**src/verilog/crc16_pkg.sv**
```systemverilog
// Shared constants and types for the CRC16 byte engine
package crc16_pkg;

	// ------------------------------------------------------------------
	// Widths and depths
	// ------------------------------------------------------------------
	localparam int unsigned BYTE_W     = 8;
	localparam int unsigned CRC_W      = 16;
	localparam int unsigned ADDR_W     = 3;
	localparam int unsigned ENTRY_W    = 9;
	localparam int unsigned FIFO_DEPTH = 8;
	localparam int unsigned LEVEL_W    = 4;

	// ------------------------------------------------------------------
	// Generator polynomial and reset values
	// ------------------------------------------------------------------
	localparam logic [15:0] CRC_POLY      = 16'h1021;
	localparam logic [15:0] CRC_RESET     = 16'h0000;
	localparam logic [15:0] COUNT_RESET   = 16'h0000;
	localparam logic        PENDING_RESET = 1'b0;
	localparam logic        DROP_RESET    = 1'b0;
	localparam logic [7:0]  RDATA_RESET   = 8'h00;

	// ------------------------------------------------------------------
	// Register offsets
	// ------------------------------------------------------------------
	localparam logic [2:0] ADDR_HIGH     = 3'h0;
	localparam logic [2:0] ADDR_LOW      = 3'h1;
	localparam logic [2:0] ADDR_STATUS   = 3'h2;
	localparam logic [2:0] ADDR_COUNT_LO = 3'h3;
	localparam logic [2:0] ADDR_COUNT_HI = 3'h4;

	// ------------------------------------------------------------------
	// Field positions
	// ------------------------------------------------------------------
	localparam int unsigned ST_PENDING   = 0;
	localparam int unsigned ST_BUSY      = 1;
	localparam int unsigned ST_STANDBY   = 2;
	localparam int unsigned ST_DROP      = 3;
	localparam int unsigned ST_LEVEL_LSB = 4;
	localparam int unsigned ENTRY_KIND   = 8;

	// ------------------------------------------------------------------
	// Power state of the engine
	// ------------------------------------------------------------------
	typedef enum logic [1:0]
	{
		ENG_RUN     = 2'b00,
		ENG_STANDBY = 2'b01,
		ENG_OFF     = 2'b10
	} eng_state_t;

endpackage : crc16_pkg
```
**src/verilog/crc16_byte_step.sv**
```systemverilog
// One byte of CRC16 shifting, most significant bit first
module crc16_byte_step
(
	// Current remainder and message byte
	input  wire logic [15:0] crc_i,
	input  wire logic [7:0]  data_i,
	// Remainder after eight shifts
	output logic      [15:0] crc_o
);

	logic [15:0] chain [0:8];

	assign chain[0] = crc_i;

	// ------------------------------------------------------------------
	// Serial feedback, one stage per message bit
	// ------------------------------------------------------------------
	genvar gi;
	generate
		for (gi = 0; gi < 8; gi++)
		begin : g_bit
			logic fb;
			// Feedback is top bit xor incoming bit, no zero augmentation
			assign fb = chain[gi][15] ^ data_i[7 - gi];
			assign chain[gi + 1] = {chain[gi][14:0], 1'b0}
				^ (fb ? crc16_pkg::CRC_POLY : 16'h0000);
		end
	endgenerate

	// Remainder leaves uncomplemented
	assign crc_o = chain[8];

endmodule : crc16_byte_step

```
**src/verilog/crc16_ccitt_byte_engine.sv**
```systemverilog
// CRC16 byte engine with seed loading, write queue and register port
//
// Behaviour
// - Remainder kept in a 16-bit shift register, x^16+x^12+x^5+1, serial feedback.
// - Feedback taps are the constant 0x1021.
// - High byte write loads bits 15-8 directly and arms seed pending.
// - Low byte write while pending loads bits 7-0, clears pending, no shift.
// - Low byte write without pending shifts eight bits in, MSB first.
// - Shifting of a byte completes by the next bus cycle.
// - Reads of high and low bytes return live remainder, no side effect.
// - No zero augmentation, remainder shown uncomplemented.
// - Seed may be any 16-bit value, including all zeros and all ones.
// - Wait mode leaves the engine running as in run mode.
// - Deep stop disables the engine; it returns in reset state.
// - Light stop freezes the calculation and resumes it unchanged.
// - High byte write, unless refused by a full queue, restarts the seed and abandons the remainder.
module crc16_ccitt_byte_engine
(
	// Clock and reset
	input  wire logic        clk_i,
	input  wire logic        rst_n_i,
	// Register port
	input  wire logic [2:0]  addr_i,
	input  wire logic [7:0]  wdata_i,
	input  wire logic        wr_i,
	input  wire logic        rd_i,
	output logic      [7:0]  rdata_o,
	// Write queue back-pressure
	output logic             wr_ready_o,
	// Power mode requests from the system
	input  wire logic        stop_light_i,
	input  wire logic        stop_deep_i,
	// Status
	output logic      [15:0] crc_o,
	output logic             standby_o,
	output logic             busy_o
);

	// ------------------------------------------------------------------
	// Declarations
	// ------------------------------------------------------------------
	crc16_pkg::eng_state_t state_q;
	crc16_pkg::eng_state_t state_d;

	logic        blk_rst_n;
	logic [15:0] crc_q;
	logic [15:0] crc_d;
	logic [15:0] crc_step;
	logic        pending_q;
	logic        pending_d;
	logic [15:0] count_q;
	logic [15:0] count_d;
	logic        drop_q;
	logic        ready_q;
	logic [7:0]  rdata_q;
	logic        standby_q;
	logic        busy_q;

	logic        hit_high;
	logic        hit_low;
	logic        hit_status;
	logic        hit_count;
	logic        push_req;
	logic        push;
	logic        drop_evt;

	logic [8:0]  in_entry;
	logic        fifo_in_ready;
	logic        fifo_out_valid;
	logic [8:0]  fifo_out_data;
	logic        fifo_out_ready;
	logic [3:0]  fifo_level;
	logic        pop;
	logic        pop_is_high;
	logic [7:0]  pop_byte;
	logic [3:0]  level_next;
	logic [7:0]  status_byte;

	// ------------------------------------------------------------------
	// Block reset
	// ------------------------------------------------------------------

	// Deep stop holds the datapath cleared, but not the power state or standby flag, so recovery is a reset
	assign blk_rst_n = rst_n_i && !stop_deep_i;

	// ------------------------------------------------------------------
	// Power state machine
	// ------------------------------------------------------------------

	// Wait mode needs no input: the engine simply keeps running
	always_comb
	begin
		state_d = state_q;
		case (state_q)
			crc16_pkg::ENG_RUN:
			begin
				if (stop_deep_i)
					state_d = crc16_pkg::ENG_OFF;
				else if (stop_light_i)
					state_d = crc16_pkg::ENG_STANDBY;
			end
			crc16_pkg::ENG_STANDBY:
			begin
				if (stop_deep_i)
					state_d = crc16_pkg::ENG_OFF;
				else if (!stop_light_i)
					state_d = crc16_pkg::ENG_RUN;
			end
			crc16_pkg::ENG_OFF:
			begin
				// Leaving deep stop into a held light stop freezes at once
				if (!stop_deep_i && stop_light_i)
					state_d = crc16_pkg::ENG_STANDBY;
				else if (!stop_deep_i)
					state_d = crc16_pkg::ENG_RUN;
			end
			default:
			begin
				state_d = crc16_pkg::ENG_RUN;
			end
		endcase
	end

	// State register; plain reset returns to run
	always_ff @(posedge clk_i)
	begin
		if (!rst_n_i)
			state_q <= crc16_pkg::ENG_RUN;
		else
			state_q <= state_d;
	end

	// ------------------------------------------------------------------
	// Address decode
	// ------------------------------------------------------------------
	assign hit_high   = (addr_i == crc16_pkg::ADDR_HIGH);
	assign hit_low    = (addr_i == crc16_pkg::ADDR_LOW);
	assign hit_status = (addr_i == crc16_pkg::ADDR_STATUS);
	assign hit_count  = (addr_i == crc16_pkg::ADDR_COUNT_LO)
		|| (addr_i == crc16_pkg::ADDR_COUNT_HI);

	// ------------------------------------------------------------------
	// Write queue
	// ------------------------------------------------------------------

	// Both byte writes are queued with a kind tag so that seed and data
	// keep their order even when the engine is frozen
	assign push_req = wr_i && (hit_high || hit_low);
	assign push     = push_req && fifo_in_ready;
	assign drop_evt = push_req && !fifo_in_ready;
	assign in_entry = {hit_high, wdata_i};

	// The engine drains only while running
	assign fifo_out_ready = (state_q == crc16_pkg::ENG_RUN);
	assign pop            = fifo_out_valid && fifo_out_ready;
	assign pop_is_high    = fifo_out_data[crc16_pkg::ENTRY_KIND];
	assign pop_byte       = fifo_out_data[7:0];

	crc16_entry_fifo
	#(
		.WIDTH (crc16_pkg::ENTRY_W),
		.DEPTH (crc16_pkg::FIFO_DEPTH)
	)
	u_fifo
	(
		.clk_i       (clk_i),
		.rst_n_i     (blk_rst_n),
		.in_valid_i  (push_req),
		.in_data_i   (in_entry),
		.in_ready_o  (fifo_in_ready),
		.out_valid_o (fifo_out_valid),
		.out_data_o  (fifo_out_data),
		.out_ready_i (fifo_out_ready),
		.level_o     (fifo_level)
	);

	// Level one edge ahead, so ready can come from a flop
	always_comb
	begin
		level_next = fifo_level;
		if (push && !pop)
			level_next = fifo_level + 4'h1;
		else if (pop && !push)
			level_next = fifo_level - 4'h1;
	end

	// Registered ready for the writer
	always_ff @(posedge clk_i)
	begin
		if (!blk_rst_n)
			ready_q <= 1'b1;
		else
			ready_q <= (level_next != crc16_pkg::FIFO_DEPTH[3:0]);
	end

	// ------------------------------------------------------------------
	// Shift engine
	// ------------------------------------------------------------------

	// Eight serial stages unrolled into one cycle
	crc16_byte_step u_step
	(
		.crc_i  (crc_q),
		.data_i (pop_byte),
		.crc_o  (crc_step)
	);

	// Next remainder and seed state for the entry being drained
	always_comb
	begin
		crc_d     = crc_q;
		pending_d = pending_q;
		if (pop)
		begin
			if (pop_is_high)
			begin
				// Restart: high seed byte lands without shifting
				crc_d[15:8] = pop_byte;
				pending_d   = 1'b1;
			end
			else if (pending_q)
			begin
				// Seed completes, still no shifting
				crc_d[7:0] = pop_byte;
				pending_d  = 1'b0;
			end
			else
			begin
				// Message byte, whole byte in this cycle
				crc_d = crc_step;
			end
		end
	end

	// Remainder register
	always_ff @(posedge clk_i)
	begin
		if (!blk_rst_n)
			crc_q <= crc16_pkg::CRC_RESET;
		else
			crc_q <= crc_d;
	end

	// Seed pending flag
	always_ff @(posedge clk_i)
	begin
		if (!blk_rst_n)
			pending_q <= crc16_pkg::PENDING_RESET;
		else
			pending_q <= pending_d;
	end

	// ------------------------------------------------------------------
	// Byte counter
	// ------------------------------------------------------------------

	// Counts message bytes since the last clear; a byte in the clearing cycle restarts the count at one
	always_comb
	begin
		count_d = count_q;
		if (wr_i && hit_count)
			count_d = crc16_pkg::COUNT_RESET;
		if (pop && !pop_is_high && !pending_q)
			count_d = (wr_i && hit_count) ? 16'h0001 : count_q + 16'h0001;
	end

	// Counter register
	always_ff @(posedge clk_i)
	begin
		if (!blk_rst_n)
			count_q <= crc16_pkg::COUNT_RESET;
		else
			count_q <= count_d;
	end

	// ------------------------------------------------------------------
	// Dropped write flag
	// ------------------------------------------------------------------

	// Sticky; a drop in the clearing cycle keeps the flag set
	always_ff @(posedge clk_i)
	begin
		if (!blk_rst_n)
			drop_q <= crc16_pkg::DROP_RESET;
		else if (drop_evt)
			drop_q <= 1'b1;
		else if (wr_i && hit_status && wdata_i[crc16_pkg::ST_DROP])
			drop_q <= 1'b0;
	end

	// ------------------------------------------------------------------
	// Read path
	// ------------------------------------------------------------------

	// Status byte assembled from live state
	always_comb
	begin
		status_byte = 8'h00;
		status_byte[crc16_pkg::ST_PENDING] = pending_d;
		status_byte[crc16_pkg::ST_BUSY]    = (level_next != 4'h0);
		status_byte[crc16_pkg::ST_STANDBY] = (state_q == crc16_pkg::ENG_STANDBY);
		status_byte[crc16_pkg::ST_DROP]    = drop_q;
		status_byte[crc16_pkg::ST_LEVEL_LSB +: 4] = level_next;
	end

	// Reads sample the remainder including this cycle's update, so a
	// read one cycle after a data write already sees the new value;
	// data stand for exactly one cycle
	always_ff @(posedge clk_i)
	begin
		if (!blk_rst_n)
			rdata_q <= crc16_pkg::RDATA_RESET;
		else if (rd_i)
		begin
			case (addr_i)
				crc16_pkg::ADDR_HIGH:     rdata_q <= crc_d[15:8];
				crc16_pkg::ADDR_LOW:      rdata_q <= crc_d[7:0];
				crc16_pkg::ADDR_STATUS:   rdata_q <= status_byte;
				crc16_pkg::ADDR_COUNT_LO: rdata_q <= count_d[7:0];
				crc16_pkg::ADDR_COUNT_HI: rdata_q <= count_d[15:8];
				default:                  rdata_q <= 8'h00;
			endcase
		end
		else
			rdata_q <= crc16_pkg::RDATA_RESET;
	end

	// ------------------------------------------------------------------
	// Status outputs
	// ------------------------------------------------------------------

	// Standby indicator
	always_ff @(posedge clk_i)
	begin
		if (!rst_n_i)
			standby_q <= 1'b0;
		else
			standby_q <= (state_d == crc16_pkg::ENG_STANDBY);
	end

	// Busy while queued entries remain after this edge
	always_ff @(posedge clk_i)
	begin
		if (!blk_rst_n)
			busy_q <= 1'b0;
		else
			busy_q <= (level_next != 4'h0);
	end

	// Outputs straight from flops
	assign rdata_o    = rdata_q;
	assign wr_ready_o = ready_q;
	assign crc_o      = crc_q;
	assign standby_o  = standby_q;
	assign busy_o     = busy_q;

endmodule : crc16_ccitt_byte_engine

```
**src/verilog/crc16_entry_fifo.sv**
```systemverilog
// Small synchronous FIFO holding tagged register writes
module crc16_entry_fifo
#(
	parameter int unsigned WIDTH = 9,
	parameter int unsigned DEPTH = 8
)
(
	// Clock and synchronous clear, active low
	input  wire logic                     clk_i,
	input  wire logic                     rst_n_i,
	// Filling side
	input  wire logic                     in_valid_i,
	input  wire logic [WIDTH-1:0]         in_data_i,
	output logic                          in_ready_o,
	// Draining side
	output logic                          out_valid_o,
	output logic      [WIDTH-1:0]         out_data_o,
	input  wire logic                     out_ready_i,
	// Fill level
	output logic      [$clog2(DEPTH):0]   level_o
);

	localparam int unsigned PTR_W = $clog2(DEPTH);

	logic [WIDTH-1:0] mem_q [0:DEPTH-1];
	logic [PTR_W:0]   wr_ptr_q;
	logic [PTR_W:0]   rd_ptr_q;
	logic             push;
	logic             pop;

	// Full when pointers differ only in the wrap bit
	assign level_o     = wr_ptr_q - rd_ptr_q;
	assign in_ready_o  = (level_o != DEPTH[PTR_W:0]);
	assign out_valid_o = (wr_ptr_q != rd_ptr_q);
	assign out_data_o  = mem_q[rd_ptr_q[PTR_W-1:0]];
	assign push        = in_valid_i && in_ready_o;
	assign pop         = out_valid_o && out_ready_i;

	// Storage is not cleared; empty pointers hide stale words
	always_ff @(posedge clk_i)
	begin
		if (push)
		begin
			mem_q[wr_ptr_q[PTR_W-1:0]] <= in_data_i;
		end
	end

	// Write pointer
	always_ff @(posedge clk_i)
	begin
		if (!rst_n_i)
			wr_ptr_q <= '0;
		else if (push)
			wr_ptr_q <= wr_ptr_q + 1'b1;
	end

	// Read pointer
	always_ff @(posedge clk_i)
	begin
		if (!rst_n_i)
			rd_ptr_q <= '0;
		else if (pop)
			rd_ptr_q <= rd_ptr_q + 1'b1;
	end

endmodule : crc16_entry_fifo

```
**config.mk**
```make
export PLATFORM = sky130hd
export DESIGN_NAME = crc16_ccitt_byte_engine
export DESIGN_NICKNAME = d
export VERILOG_FILES = /design/src/verilog/crc16_pkg.sv /design/src/verilog/crc16_byte_step.sv /design/src/verilog/crc16_ccitt_byte_engine.sv /design/src/verilog/crc16_entry_fifo.sv
export SDC_FILE = /design/constraint.sdc
export NUM_CORES = 1
export LEC_CHECK = 0
export ABC_CLOCK_PERIOD_IN_PS = 6100
export CAP_MARGIN = 20
export CORE_MARGIN = 1.5
export CORE_UTILIZATION = 68
export CTS_CLUSTER_SIZE = 8
export DETAILED_ROUTE_END_ITERATION = 6
export DONT_BUFFER_PORTS = 1
export GPL_ROUTABILITY_DRIVEN = 0
export GPL_TIMING_DRIVEN = 0
export PLACE_DENSITY = 0.89
export SLEW_MARGIN = 15
export SYNTH_ARGS = -nofsm -noshare
export SYNTH_HDL_FRONTEND = slang
export SYNTH_SLANG_ARGS = --single-unit
export TNS_END_PERCENT = 20
```
**constraint.sdc**
```tcl
create_clock -name clk_i -period 6.1 [get_ports clk_i]
set_input_delay 1.22 -clock clk_i [delete_from_list [all_inputs] [get_ports clk_i]]
set_output_delay 1.22 -clock clk_i [all_outputs]
set_load 0.05 [all_outputs]
```
==> summary.md <==
| Metric | Value |
|---|---|
| Run status | `finished, violations left` |
| Failing checks | `DRC` |
| Comb pwr share | `0.045` |
| Row count | `34` |
| Max Cap Viol | `0` |
| Setup Skew | `0.0118 ns` |
| Number of vias per cell | `7.04` |
| CP max stage cell | `fa_1` |
| Final Cycle Share | `0.658` |
| P_sw | `0.523 mW` |
| Final Max Slew Viols | `0` |
| Synthesis Warnings | `0` |
| Post-synth EDFFs | `72` |
| WL final | `between 15,000 and 20,000 µm` |
| Syn avg cell area | `approximately 12 µm²` |
| CP Data Arrival Time | `about 4.4 ns` |
| Sequential share of the synthesized area | `0.529` |
| Worst path required time | `6.48 ns` |
| First-pass GRT wire length | `25,900 µm` |
| First DRT Iteration DRCs | `~840` |
| Clock buffer depth | `2` |
| CP Capture Point | `rdata_o[6]` |
| Via count | `approximately 4,800` |
| Fin nets | `590` |
| Post-route ant nets | `0` |
| Count of different cell masters after synthesis | `just under 70` |
| R2r startpoint | `u_fifo.wr_ptr_q[0]` |
| Final worst path period need | `4.01 ns` |
| Htree depth | `4` |
| Die ar. | `approximately 0.0098 mm²` |
| Initial Util | `0.710` |
| # setup viols final | `0` |
| Antenna violations before repair | `0` |
| Slew @ Worst Pin | `around 1.1 ns` |
| Root Buffer Master | `clkbuf_8` |
| Pint | `between 1 and 1.5 mW` |
| Reg-to-reg slack, setup | `around 2.1 ns` |
| Clock sink total | `130` |
| Final hold violations | `0` |
| Worst setup EP type | `flop` |
| Setup TNS | `0 ns` |
| RSZ-0062 raised after global routing | `false` |
| F_max | `between 200 and 250 MHz` |
| Clock buffer count from CTS | `17` |
| Die height | `between 90 and 100 µm` |
| Pwr dens | `approximately 280 mW/mm²` |
| Placed Area | `around 0.0065 mm²` |
| Type of the worst setup path | `reg2reg` |
| Synth Cell Area | `around 0.0063 mm²` |
| Syn Nets | `approximately 560` |
| Largest net degree at the start of global routing | `17` |
| Clock Latency Late Sink | `between 0.5 and 0.6 ns` |
| Switching fraction of total power | `0.260` |
| Core Area | `just under 0.009 mm²` |
| Reg2Reg Depth | `15` |
| Leak | `~2.4 nW` |
| Worst-path fanout max | `9` |
| Reg clk slew, reported paths | `roughly 0.060 ns` |
| Number of global-route vias before repair | `between 4,000 and 5,000` |
| Port Buffers | `0` |
| Crit path cell chain | `clkbuf_1 > inv_1 > ha_1 > inv_1 > fa_1 > inv_1 > ha_1 > nand3_1 > or3_1 > and3_1 > clkbuf_1 > o32ai_1 > xnor2_1 > a221oi_1 > a21oi_1` |
| Final Non-Filler Cells | `~700` |
| #FFs+latches synth | `130` |
| Final Instance Area | `between 0.007 and 0.008 mm²` |
| Drt wl/cell | `24.4 µm` |
| # resized after CTS | `0` |
| Diodes inserted | `0` |
| FILL cells | `roughly 480` |
| Dpl cells | `651` |
| Die W | `about 100 µm` |
| Clock power share | `0.488` |
| CP max stage delay | `0.46 ns` |
| DR DRC count | `7` |
| Critical Path Start Type | `flop` |
| Reg power frac | `0.467` |
| Rel. slew slack | `0.259` |
| Worst hold-check path type | `reg2reg` |
| Global route overflow | `0` |
| Area growth, synth to finish | `12.8%` |
| Prevailing post-synth register cell | `edfxtp_1` |
| Reg-to-reg endpoint | `rdata_o[6]` |
| CP Launch Point | `u_fifo.wr_ptr_q[0]` |
| Top Ports | `between 40 and 50` |
| Maximum vdd drop | `~170 µV` |
| Post-CTS setup repair buffer count | `0` |
| Critical Path Most Common Cell | `inv_1` |
| Hold bufs inserted after CTS | `0` |
| First drt pass iteration count | `7` |
| CTS tree | `done` |
| Fraction of registers with async set/reset | `0` |
| Hpwl dp | `10,400 µm` |
| All-Layer GR Usage | `0.357` |
| Layout cell share with drive strength beyond 1 | `0.153` |
| Post-Syn Instances | `around 540` |
[cells in the final DEF (no fill, tap or decap), drive strengths merged, types with 16 or more instances in the layout]
cell type / n
mux4: 16
nor2: 56
inv: 26
nand3: 20
xnor2: 35
edfxtp: 72
nor3: 16
dfxtp: 58
buf: 17
xor2: 23
clkbuf: 31
nand2: 41
a21oi: 21
[power by group through the flow]
stage / clock network, mW / registers, mW / logic, mW
final: 0.981 / 0.938 / 0.0910
after global routing: 1.02 / 0.938 / 0.0954
after CTS: 0.974 / 0.938 / 0.0866
after detailed placement: 0 / 0.957 / 0.0837
after global placement: 0 / 0.957 / 0.0800
after floorplan: 0 / 0.956 / 0.0639
[cell families after synthesis]
family	after synthesis	share of synthesized area
simple gates	178	0.140
flops	130	0.529
compound gates	82	0.0892
xor+xnor	60	0.0916
buf+inv	38	0.0299
mux	38	0.0994
fa+ha+maj	10	0.0211
[sequential cells by signal, indices dropped and copies added, names as in the netlist, named ones only]
signal	cells
u_fifo.mem_q	72
u_fifo.wr_ptr_q	4
u_fifo.rd_ptr_q	4
rdata_o	8
wr_ready_o	1
busy_o	1
crc_o	16
state_q	2
drop_q	1
count_q	16
standby_o	1
pending_q	1
[stage by stage]
stage | total power, mW | util | hold WS, ns | setup WS [ns]
after floorplan | 1.02 | - | 0.466 | 2.58
after global placement | 1.04 | 0.725 | 0.511 | 1.65
after detailed placement | 1.04 | 0.735 | 0.522 | 1.94
after CTS | 2.00 | 0.799 | 0.532 | 1.95
after global routing | 2.06 | 0.801 | 0.578 | 1.92
final | 2.01 | 0.801 | 0.534 | 2.09
[worst max-delay path: cells and delay by family, from the launching register on]
family / cells / cell delay, ns
buffers and inverters: 5 / 1.06
adder cells (fa/ha/maj): 3 / 0.90
AO/OA/AOI/OAI: 3 / 0.66
AND/OR/NAND/NOR: 3 / 0.64
flip-flops: 1 / 0.35
XOR/XNOR: 1 / 0.25
[per-layer routing]
metal,part of all wire,global-route usage
met1,0.36,0.468
met3,0.14,0.112
met2,0.47,0.543
met5,0,0
met4,0.042,0.180
[area by class of cell]
class | count | area [µm²] | area share
Inverter | 15 | 56.3 | 0.00795
Tap cell | 108 | 135 | 0.0191
Multi-Input combinational cell | 368 | 2810 | 0.397
Timing Repair Buffer | 8 | 61.3 | 0.00865
Clock buffer | 17 | 414 | 0.0584
Sequential cell | 130 | 3320 | 0.469
Clock inverter | 15 | 154 | 0.0217
Buffer | 23 | 131 | 0.0185
[synth_stat cells, types with 3 or more instances]
cell type / instances / area share
nor4_1: 4 / 0.0040
nand2b_1: 4 / 0.0040
nor2b_1: 7 / 0.0070
o31ai_1: 3 / 0.0036
nand2_1: 41 / 0.024
mux2i_1: 12 / 0.019
xnor2_1: 33 / 0.046
buf_6: 3 / 0.0054
a221oi_1: 3 / 0.0042
nor2_1: 55 / 0.033
or3_1: 3 / 0.0030
nand3_1: 20 / 0.016
mux2_4: 3 / 0.0072
nand4_1: 4 / 0.0040
dfxtp_1: 58 / 0.18
nor3_1: 14 / 0.011
and3_1: 9 / 0.0090
a21oi_1: 21 / 0.017
clkbuf_1: 14 / 0.0084
edfxtp_1: 72 / 0.34
o221ai_1: 3 / 0.0042
nor3b_1: 3 / 0.0036
xor2_1: 22 / 0.031
o21a_1: 4 / 0.0048
mux2_2: 4 / 0.0072
a211oi_1: 4 / 0.0048
o21ai_0: 8 / 0.0064
ha_1: 9 / 0.018
inv_1: 15 / 0.0090
mux4_2: 15 / 0.054
and2_1: 4 / 0.0040
o22ai_1: 7 / 0.0070
a31oi_1: 4 / 0.0040
a22oi_1: 4 / 0.0048
[worst min path at each step]
stage,start,end,depth (start not counted)
floorplan,drop_q,drop_q,2
global placement,drop_q,drop_q,2
detailed placement,u_fifo.rd_ptr_q[1],u_fifo.rd_ptr_q[1],2
CTS,u_fifo.rd_ptr_q[1],u_fifo.rd_ptr_q[1],2
global route,count_q[12],count_q[12],2
finish,u_fifo.rd_ptr_q[1],u_fifo.rd_ptr_q[1],2
Power figures use the tool's default switching activity.
